[config.mk]
export PLATFORM = sky130hd
export DESIGN_NAME = pmr_register_bank
export DESIGN_NICKNAME = d
export VERILOG_FILES = /design/src/pkg/pmr_pkg.sv /design/src/core/pmr_register_bank.sv
export SDC_FILE = /design/constraint.sdc
export NUM_CORES = 1
export LEC_CHECK = 0
export ABC_AREA = 1
export ABC_CLOCK_PERIOD_IN_PS = 910
export BUFFER_PORTS_ARGS = -buffer_cell sky130_fd_sc_hd__clkbuf_2
export CORE_AREA = 4 4 82 77
export CTS_CLUSTER_DIAMETER = 60
export CTS_CLUSTER_SIZE = 8
export DETAILED_ROUTE_END_ITERATION = 10
export DIE_AREA = 0 0 86 81
export GPL_ROUTABILITY_DRIVEN = 0
export PLACE_DENSITY = 0.68
export REMOVE_ABC_BUFFERS = 1
export SYNTH_ARGS = -nofsm -noshare
export SYNTH_HDL_FRONTEND = slang
export SYNTH_SLANG_ARGS = --single-unit
[constraint.sdc]
create_clock -name i_mclk -period 0.91 [get_ports i_mclk]
set_input_delay 0.0455 -clock i_mclk [delete_from_list [all_inputs] [get_ports i_mclk]]
set_output_delay 0.0455 -clock i_mclk [all_outputs]
set_load 0.05 [all_outputs]
[src/pkg/pmr_pkg.sv]
// Constants of the management register bank
package pmr_pkg;
  // Register addresses
  localparam logic [4:0]  ADDR_CONTROL   = 5'h00;
  localparam logic [4:0]  ADDR_STATUS    = 5'h01;
  localparam logic [4:0]  ADDR_IDENT_HI  = 5'h02;
  localparam logic [4:0]  ADDR_IDENT_LO  = 5'h03;
  localparam logic [4:0]  ADDR_ADVERT    = 5'h04;
  // Control bit positions
  localparam int          CTL_SOFT_RESET = 15;
  localparam int          CTL_LOOPBACK   = 14;
  localparam int          CTL_SPEED      = 13;
  localparam int          CTL_AN_ENABLE  = 12;
  localparam int          CTL_POWER_DOWN = 11;
  localparam int          CTL_ISOLATE    = 10;
  localparam int          CTL_AN_RESTART = 9;
  localparam int          CTL_DUPLEX     = 8;
  localparam int          CTL_COL_TEST   = 7;
  // Control reset values
  localparam logic        RST_LOOPBACK   = 1'b0;
  localparam logic        RST_SPEED      = 1'b1;
  localparam logic        RST_AN_ENABLE  = 1'b1;
  localparam logic        RST_POWER_DOWN = 1'b0;
  localparam logic        RST_ISOLATE    = 1'b0;
  localparam logic        RST_DUPLEX     = 1'b0;
  localparam logic        RST_COL_TEST   = 1'b1;
  // Status bit positions
  localparam int          STS_TX_FD      = 14;
  localparam int          STS_TX_HD      = 13;
  localparam int          STS_T_FD       = 12;
  localparam int          STS_T_HD       = 11;
  localparam int          STS_PREAMBLE   = 6;
  localparam int          STS_AN_DONE    = 5;
  localparam int          STS_RFAULT     = 4;
  localparam int          STS_AN_ABLE    = 3;
  localparam int          STS_LINK       = 2;
  localparam int          STS_JABBER     = 1;
  localparam int          STS_EXT_CAP    = 0;
  // Advertisement fields
  localparam int          ADV_NEXT_PAGE  = 15;
  localparam int          ADV_RFAULT     = 13;
  localparam int          ADV_TECH_HI    = 12;
  localparam int          ADV_TECH_LO    = 5;
  localparam logic        RST_ADV_RFAULT = 1'b0;
  localparam logic [7:0]  RST_ADV_TECH   = 8'h2F;
  localparam logic [4:0]  ADV_SELECTOR   = 5'h01;
  // Identifier words, values arbitrary
  localparam logic [15:0] IDENT_HI_VALUE = 16'h1234;
  localparam logic [15:0] IDENT_LO_VALUE = 16'h5670;
endpackage : pmr_pkg
[src/core/pmr_register_bank.sv]
// Management register bank with control, status, identifier and advertisement words
// Operation
// - Control bit 10 isolates internal MII from controller, both directions; resets zero.
// - Writing one to control bit 9 restarts auto-negotiation unless the same write sets soft reset bit 15; bit self-clears, reads zero.
// - Duplex bit 8 writable when auto-negotiation off; reads one when on.
// - In loopback, device behaviour ignores the duplex control bit.
// - Control bit 7 has no function, writable, resets to one.
// - Reserved control 6:0 and status 15, 10:7 read zero.
// - Status 14 and 13 report 100 Mbps ability, zero when strap active.
// - Status 12 and 11 report 10 Mbps full and half duplex, read one.
// - Status bit 6 reads zero; station always sends full preamble.
// - Status bit 5 shows auto-negotiation completion, taken straight from i_an_complete.
// - Status bit 4 shows detected remote fault.
// - Status bit 3 reads one: auto-negotiation ability.
// - Status bit 2 is latch-low link status, resets zero.
// - Status bit 1 is latch-high jabber flag, meaningful at 10 Mbps only.
// - Status bit 0 reads one: extended registers present.
// - Registers 2 and 3 return fixed upper and lower identifier halves.
// - Advertisement bit 15 is constant zero.
// - Advertisement bit 13 writable remote fault, resets zero.
// - Advertisement bits 12:5 writable technology field, reset 00101111.
// - Advertisement bits 4:0 fixed selector 00001.
// - Latched status bits hold their event value until read or soft reset.
// - Control bit 12 enables auto-negotiation, overriding manual speed and duplex.
// - Control bit 14 loops transmit nibbles to receive when bit 10 is clear, network isolated.
// - Registers are reached only through management frame accesses.
`timescale 1ns/1ps
module pmr_register_bank (
  // Clock and reset
  input  wire logic        i_mclk,
  input  wire logic        i_resetn,
  // Decoded management frame access
  input  wire logic        i_mgmt_valid,
  input  wire logic        i_mgmt_write,
  input  wire logic [4:0]  i_mgmt_addr,
  input  wire logic [15:0] i_mgmt_wdata,
  output logic             o_mgmt_ack,
  output logic      [15:0] o_mgmt_rdata,
  // Strap pin
  input  wire logic        i_fast_speed_advert_disable_strap,
  // Line status from the physical layer
  input  wire logic        i_link_ok,
  input  wire logic        i_jabber,
  input  wire logic        i_remote_fault,
  input  wire logic        i_an_complete,
  input  wire logic        i_an_speed_100,
  input  wire logic        i_an_full_duplex,
  // Controls to the physical layer
  output logic             o_an_enable,
  output logic             o_an_restart,
  output logic             o_power_down,
  output logic             o_isolate,
  output logic             o_loopback,
  output logic             o_speed_100,
  output logic             o_full_duplex,
  output logic      [15:0] o_adv_word,
  // Controller side MII
  input  wire logic [3:0]  i_mac_txd,
  input  wire logic        i_mac_tx_en,
  output logic      [3:0]  o_mac_rxd,
  output logic             o_mac_rx_dv,
  // Line side MII
  output logic      [3:0]  o_line_txd,
  output logic             o_line_tx_en,
  input  wire logic [3:0]  i_line_rxd,
  input  wire logic        i_line_rx_dv
);

  logic        strap_meta_q;
  logic        strap_q;
  logic        loopback_q;
  logic        speed_q;
  logic        an_enable_q;
  logic        power_down_q;
  logic        isolate_q;
  logic        duplex_q;
  logic        col_test_q;
  logic        restart_q;
  logic        adv_rfault_q;
  logic [7:0]  adv_tech_q;
  logic        link_lat_q;
  logic        jabber_lat_q;
  logic        ctl_wr;
  logic        adv_wr;
  logic        sts_rd;
  logic        soft_rst;
  logic        speed_eff;
  logic        duplex_eff;
  logic [15:0] ctl_word;
  logic [15:0] sts_word;
  logic [15:0] adv_word;
  logic [15:0] rdata_d;

  // Accesses come only from decoded frames
  assign ctl_wr   = i_mgmt_valid && i_mgmt_write && (i_mgmt_addr == pmr_pkg::ADDR_CONTROL);
  assign adv_wr   = i_mgmt_valid && i_mgmt_write && (i_mgmt_addr == pmr_pkg::ADDR_ADVERT);
  assign sts_rd   = i_mgmt_valid && !i_mgmt_write && (i_mgmt_addr == pmr_pkg::ADDR_STATUS);
  assign soft_rst = ctl_wr && i_mgmt_wdata[pmr_pkg::CTL_SOFT_RESET];

  // Strap synchroniser
  always_ff @(posedge i_mclk or negedge i_resetn) begin
    if (!i_resetn) begin
      strap_meta_q <= 1'b0;
      strap_q      <= 1'b0;
    end else begin
      strap_meta_q <= i_fast_speed_advert_disable_strap;
      strap_q      <= strap_meta_q;
    end
  end

  // Control register
  always_ff @(posedge i_mclk or negedge i_resetn) begin
    if (!i_resetn) begin
      loopback_q   <= pmr_pkg::RST_LOOPBACK;
      speed_q      <= pmr_pkg::RST_SPEED;
      an_enable_q  <= pmr_pkg::RST_AN_ENABLE;
      power_down_q <= pmr_pkg::RST_POWER_DOWN;
      isolate_q    <= pmr_pkg::RST_ISOLATE;
      duplex_q     <= pmr_pkg::RST_DUPLEX;
      col_test_q   <= pmr_pkg::RST_COL_TEST;
    end else if (soft_rst) begin
      loopback_q   <= pmr_pkg::RST_LOOPBACK;
      speed_q      <= pmr_pkg::RST_SPEED;
      an_enable_q  <= pmr_pkg::RST_AN_ENABLE;
      power_down_q <= pmr_pkg::RST_POWER_DOWN;
      isolate_q    <= pmr_pkg::RST_ISOLATE;
      duplex_q     <= pmr_pkg::RST_DUPLEX;
      col_test_q   <= pmr_pkg::RST_COL_TEST;
    end else if (ctl_wr) begin
      loopback_q   <= i_mgmt_wdata[pmr_pkg::CTL_LOOPBACK];
      speed_q      <= i_mgmt_wdata[pmr_pkg::CTL_SPEED];
      an_enable_q  <= i_mgmt_wdata[pmr_pkg::CTL_AN_ENABLE];
      power_down_q <= i_mgmt_wdata[pmr_pkg::CTL_POWER_DOWN];
      isolate_q    <= i_mgmt_wdata[pmr_pkg::CTL_ISOLATE];
      col_test_q   <= i_mgmt_wdata[pmr_pkg::CTL_COL_TEST];
      // Duplex writable only when negotiation off
      if (!an_enable_q) begin
        duplex_q <= i_mgmt_wdata[pmr_pkg::CTL_DUPLEX];
      end
    end
  end

  // Restart is a one-cycle pulse, never stored
  always_ff @(posedge i_mclk or negedge i_resetn) begin
    if (!i_resetn) begin
      restart_q <= 1'b0;
    end else begin
      restart_q <= ctl_wr && !soft_rst && i_mgmt_wdata[pmr_pkg::CTL_AN_RESTART];
    end
  end

  // Advertisement register
  always_ff @(posedge i_mclk or negedge i_resetn) begin
    if (!i_resetn) begin
      adv_rfault_q <= pmr_pkg::RST_ADV_RFAULT;
      adv_tech_q   <= pmr_pkg::RST_ADV_TECH;
    end else if (soft_rst) begin
      adv_rfault_q <= pmr_pkg::RST_ADV_RFAULT;
      adv_tech_q   <= pmr_pkg::RST_ADV_TECH;
    end else if (adv_wr) begin
      adv_rfault_q <= i_mgmt_wdata[pmr_pkg::ADV_RFAULT];
      adv_tech_q   <= i_mgmt_wdata[pmr_pkg::ADV_TECH_HI:pmr_pkg::ADV_TECH_LO];
    end
  end

  // Link latch-low, reloads on status read
  always_ff @(posedge i_mclk or negedge i_resetn) begin
    if (!i_resetn) begin
      link_lat_q <= 1'b0;
    end else if (!i_link_ok) begin
      // Low event wins over the read
      link_lat_q <= 1'b0;
    end else if (sts_rd || soft_rst) begin
      link_lat_q <= 1'b1;
    end
  end

  // Jabber latch-high, only at 10 Mbps
  always_ff @(posedge i_mclk or negedge i_resetn) begin
    if (!i_resetn) begin
      jabber_lat_q <= 1'b0;
    end else if (i_jabber && !speed_eff) begin
      // High event wins over the read
      jabber_lat_q <= 1'b1;
    end else if (sts_rd || soft_rst) begin
      jabber_lat_q <= 1'b0;
    end
  end

  assign speed_eff  = an_enable_q ? i_an_speed_100 : speed_q;
  // Loopback runs full duplex regardless of the duplex bit
  assign duplex_eff = loopback_q ? 1'b1 : (an_enable_q ? i_an_full_duplex : duplex_q);

  // Control read word
  always_comb begin
    // Reserved and self-clearing bits read zero
    ctl_word = 16'h0000;
    ctl_word[pmr_pkg::CTL_LOOPBACK]   = loopback_q;
    ctl_word[pmr_pkg::CTL_SPEED]      = speed_q;
    ctl_word[pmr_pkg::CTL_AN_ENABLE]  = an_enable_q;
    ctl_word[pmr_pkg::CTL_POWER_DOWN] = power_down_q;
    ctl_word[pmr_pkg::CTL_ISOLATE]    = isolate_q;
    ctl_word[pmr_pkg::CTL_DUPLEX]     = an_enable_q ? 1'b1 : duplex_q;
    ctl_word[pmr_pkg::CTL_COL_TEST]   = col_test_q;
  end

  // Status read word
  // No write path to read-only bits
  always_comb begin
    sts_word = 16'h0000;
    // 100 Mbps ability follows the strap
    sts_word[pmr_pkg::STS_TX_FD]    = !strap_q;
    sts_word[pmr_pkg::STS_TX_HD]    = !strap_q;
    sts_word[pmr_pkg::STS_T_FD]     = 1'b1;
    sts_word[pmr_pkg::STS_T_HD]     = 1'b1;
    sts_word[pmr_pkg::STS_PREAMBLE] = 1'b0;
    sts_word[pmr_pkg::STS_AN_DONE]  = i_an_complete;
    sts_word[pmr_pkg::STS_RFAULT]   = i_remote_fault;
    sts_word[pmr_pkg::STS_AN_ABLE]  = 1'b1;
    sts_word[pmr_pkg::STS_LINK]     = link_lat_q;
    sts_word[pmr_pkg::STS_JABBER]   = jabber_lat_q;
    sts_word[pmr_pkg::STS_EXT_CAP]  = 1'b1;
  end

  // Advertisement read word
  always_comb begin
    adv_word = 16'h0000;
    adv_word[pmr_pkg::ADV_NEXT_PAGE] = 1'b0;
    adv_word[pmr_pkg::ADV_RFAULT]    = adv_rfault_q;
    adv_word[pmr_pkg::ADV_TECH_HI:pmr_pkg::ADV_TECH_LO] = adv_tech_q;
    adv_word[4:0] = pmr_pkg::ADV_SELECTOR;
  end

  // Read multiplexer, unmapped addresses read zero
  always_comb begin
    unique case (i_mgmt_addr)
      pmr_pkg::ADDR_CONTROL: begin
        rdata_d = ctl_word;
      end
      pmr_pkg::ADDR_STATUS: begin
        rdata_d = sts_word;
      end
      pmr_pkg::ADDR_IDENT_HI: begin
        rdata_d = pmr_pkg::IDENT_HI_VALUE;
      end
      pmr_pkg::ADDR_IDENT_LO: begin
        rdata_d = pmr_pkg::IDENT_LO_VALUE;
      end
      pmr_pkg::ADDR_ADVERT: begin
        rdata_d = adv_word;
      end
      default: begin
        rdata_d = 16'h0000;
      end
    endcase
  end

  // Access answer, one cycle after the request
  always_ff @(posedge i_mclk or negedge i_resetn) begin
    if (!i_resetn) begin
      o_mgmt_ack <= 1'b0;
    end else begin
      o_mgmt_ack <= i_mgmt_valid;
    end
  end

  // Read data, held until the next read
  always_ff @(posedge i_mclk or negedge i_resetn) begin
    if (!i_resetn) begin
      o_mgmt_rdata <= 16'h0000;
    end else if (i_mgmt_valid && !i_mgmt_write) begin
      o_mgmt_rdata <= rdata_d;
    end
  end

  // MII receive path to the controller
  always_ff @(posedge i_mclk or negedge i_resetn) begin
    if (!i_resetn) begin
      o_mac_rxd   <= 4'h0;
      o_mac_rx_dv <= 1'b0;
    end else if (isolate_q) begin
      o_mac_rxd   <= 4'h0;
      o_mac_rx_dv <= 1'b0;
    end else if (loopback_q) begin
      o_mac_rxd   <= i_mac_txd;
      o_mac_rx_dv <= i_mac_tx_en;
    end else begin
      o_mac_rxd   <= i_line_rxd;
      o_mac_rx_dv <= i_line_rx_dv;
    end
  end

  // MII transmit path to the line
  always_ff @(posedge i_mclk or negedge i_resetn) begin
    if (!i_resetn) begin
      o_line_txd   <= 4'h0;
      o_line_tx_en <= 1'b0;
    end else if (isolate_q) begin
      o_line_txd   <= 4'h0;
      o_line_tx_en <= 1'b0;
    end else if (loopback_q) begin
      o_line_txd   <= 4'h0;
      o_line_tx_en <= 1'b0;
    end else begin
      o_line_txd   <= i_mac_txd;
      o_line_tx_en <= i_mac_tx_en;
    end
  end

  // Controls to the physical layer
  assign o_an_enable   = an_enable_q;
  assign o_an_restart  = restart_q;
  assign o_power_down  = power_down_q;
  assign o_isolate     = isolate_q;
  assign o_loopback    = loopback_q;
  assign o_speed_100   = speed_eff;
  assign o_full_duplex = duplex_eff;
  assign o_adv_word    = adv_word;

endmodule : pmr_register_bank

==> metrics.md <==
| Metric | Value |
|---|---|
| Net count, final | `466` |
| Initial antenna violation count | `0` |
| CTS tree | `done` |
| Max Clock Skew | `8.13 ps` |
| Final Routed Wirelength | `7810 µm` |
| Core Area | `5500 µm²` |
| Critical R2R Launch | `o_an_enable` |
| Final hold vios | `0` |
| Worst-Skew Late Latency | `300 ps` |
| Die width | `86 µm` |
| Layout area overhead | `93.5%` |
| Post-route ant nets | `0` |
| Syn Inst Count | `254` |
| Port Buffers | `78` |
| Pin count of the biggest net entering global routing | `22` |
| Root buf cell | `clkbuf_8` |
| CP max FO | `7` |
| Peak Freq | `707 MHz` |
| Boundary pin count | `92` |
| Grt total ovfl | `0` |
| Drt pass-1 iters | `4` |
| Max cap viols | `0` |
| Drc violations | `0` |
| Status | `complete, but fails checks` |
| CTS buffer count | `5` |
| Avg Inst Size Synth | `8.56 µm²` |
| Die span in y | `81 µm` |
| P_leak | `0.00224 µW` |
| Crit path arrival time | `1370 ps` |
| 1st-iter DRT viols | `134` |
| Number of synthesized register bits | `47` |
| R2R depth | `6` |
| P_sw | `2470 µW` |
| Hold path start | `i_mgmt_wdata[15]` |
| FFs w/ async S/R, synth | `100%` |
| Final instance area | `4210 µm²` |
| Worst Setup Start Kind | `flop` |
| N_diodes | `0` |
| Worst setup margin | `-504 ps` |
| GR Util All Layers | `21.3%` |
| Combinational Power Share | `42.2%` |
| Clk buf depth | `2` |
| Crit Reg-Reg Endpoint | `jabber_lat_q` |
| Sw frac | `35.8%` |
| First-pass GRT wire length | `11500 µm` |
| Violated checks | `setup timing` |
| RSZ-0062 raised after global routing | `yes` |
| Row count | `26` |
| Required @ worst endpoint | `860 ps` |
| Int Power | `4430 µW` |
| Slew Viols, Final | `0` |
| # clock sinks | `47` |
| Avg WL per Cell | `15.8 µm` |
| Clock H-tree levels | `2` |
| Crit. End Element | `output pin` |
| Top_reg_cell synth | `dfrtp_1` |
| Post-synthesis sequential area ratio | `54.6%` |
| Ys Warns | `0` |
| Worst hold path stage count | `3` |
| Placed cell area | `2840 µm²` |
| Vias | `2379` |
| Clock network power share | `20.4%` |
| Post-Syn Area | `2170 µm²` |
| EDFF count, synth | `0` |
| Hold EP | `adv_tech_q[0]` |
| Peak VDD IR | `1.51 mV` |
| Die area | `6970 µm²` |
| Final Setup Violations | `51` |
| Kind of critical path | `reg -> out` |
| Min Tclk post-route | `1410 ps` |
| Post-synth cell types | `23` |
| PwrDens | `1640 nW/µm²` |
| Worst hold path type | `in -> reg` |
| Layout cell share with drive strength beyond 1 | `52.5%` |
| Vias/cell | `4.81` |
| Final cycle utilization of the critical path | `155%` |
| DP HPWL | `4390 µm` |
| WHS | `143 ps` |
| Fin Setup TNS | `-4470 ps` |
| Reg-to-reg slack, setup | `-440 ps` |
| Initial Util | `39.5%` |
| Clock transition at path regs | `90 ps` |
| Sequential Power Share | `37.3%` |
| Vias in the first global route | `2328` |
-- placed cells by master, fill, tap and decap left out, types with 2 or more instances in the layout --
| cell type | count |
|---|---|
| nor2_1 | 18 |
| o21ai_2 | 10 |
| nand3_2 | 13 |
| clkinvlp_4 | 2 |
| clkbuf_2 | 36 |
| nand3_1 | 16 |
| o21ai_0 | 5 |
| inv_2 | 4 |
| inv_1 | 15 |
| dfstp_2 | 8 |
| buf_8 | 36 |
| clkbuf_8 | 7 |
| dlygate4sd3_1 | 27 |
| dfrtp_2 | 2 |
| buf_6 | 15 |
| dfrtp_1 | 37 |
| a21oi_2 | 2 |
| nand2_4 | 4 |
| nor2_4 | 3 |
| clkbuf_16 | 6 |
| buf_12 | 4 |
| nand2_2 | 14 |
| buf_4 | 46 |
| nor2_2 | 6 |
| conb_1 | 8 |
| nand2_1 | 73 |
-- cell families (layout without fill, tap and decap cells) --
logic type	count (synthesis)	after routing	share of synthesized area (%)
and+or+nand+nor	150	150	31.6
DFF	47	47	54.6
buffers and inverters	34	199	7.94
other	2	8	0.346
AOI/OAI and AO/OA	21	21	5.53
-- critical path, cell delays in order (launching register included) --
cell and delay (ps):
dfstp_2 640, nand2_1 100, o21ai_2 70, buf_6 130
buf_12 120
-- cell type report --
| type | count | area, µm² |
|---|---|---|
| Timing Repair Buffer | 170 | 1740 |
| Inverter | 21 | 85.1 |
| Multi-Input combinational cell | 179 | 1000 |
| Clock inverter | 1 | 7.51 |
| Tap cell | 70 | 87.6 |
| Fill cell | 330 | 1290 |
| Clock buffer | 7 | 96.3 |
| Sequential cell | 47 | 1190 |
-- per-stage QoR --
| stage | worst slack [ps] | power, µW | utilization [%] | cells |
|---|---|---|---|---|
| global route | -539 | 7180 | 76.5 | 495 |
| detailed placement | -254 | 4260 | 51.6 | 422 |
| global placement | -215 | 4250 | 51.6 | 422 |
| CTS | -462 | 6440 | 70.0 | 483 |
| finish | -504 | 6900 | 76.5 | 495 |
| floorplan | -1010 | 3590 | - | 247 |
-- state kept, by name, summed over array words and instances (netlist names) --
signal,count
o_power_down,1
o_mgmt_rdata,15
o_line_txd,4
strap_q,1
link_lat_q,1
strap_meta_q,1
o_line_tx_en,1
o_an_enable,1
jabber_lat_q,1
adv_rfault_q,1
o_isolate,1
adv_tech_q,8
o_loopback,1
o_mac_rx_dv,1
speed_q,1
o_mac_rxd,4
o_mgmt_ack,1
col_test_q,1
o_an_restart,1
duplex_q,1
-- routing by layer --
layer	routed length [µm]	global-route usage (%)	part of all wire (%)
met1	2920	25.9	37
met2	4400	38.6	56
met3	387	3.45	5.0
met4	102	6.80	1.3
met5	0	0	0
-- synth_stat cells, drive strengths merged (2+ instances only) --
library cell | number | area [µm²]
buf | 11 | 86.3
a21oi | 2 | 13.8
dfstp | 8 | 210
nand2 | 91 | 349
conb | 2 | 7.51
nand3 | 30 | 170
inv | 21 | 78.8
clkbuf | 2 | 7.51
o21ai | 17 | 92.6
nor2 | 28 | 151
dfrtp | 39 | 976
-- timing repair --
| action | 4_1_cts | 5_1_grt |
|---|---|---|
| pin swaps | 5 | 28 |
| resized for setup | 103 | 98 |
| buffers inserted | 26 | 14 |
| cloned | 0 | 0 |
| endpoints found under the setup margin | 49 | 73 |
| endpoints found under the hold margin | 70 | 0 |
| hold buffers | 27 | 0 |
-- how the worst max path moves through the flow --
stage / startpoint / to / depth (start not counted)
2_1_floorplan: speed_q / jabber_lat_q / 3
3_3_place_gp: i_mgmt_addr[3] / adv_tech_q[7] / 7
3_5_place_dp: i_mgmt_addr[3] / adv_tech_q[6] / 7
4_1_cts: o_an_enable / o_speed_100 / 4
5_1_grt: o_an_enable / o_speed_100 / 4
6_report: o_an_enable / o_speed_100 / 4
-- power by group through the flow --
stage | clock network, µW | logic (µW) | registers [µW]
floorplan | 0 | 440 | 3150
global placement | 0 | 1730 | 2520
detailed placement | 0 | 1740 | 2520
CTS | 1440 | 2490 | 2500
global route | 1520 | 3060 | 2600
finish | 1410 | 2920 | 2580
No activity file was read; power rests on OpenSTA's default activity.
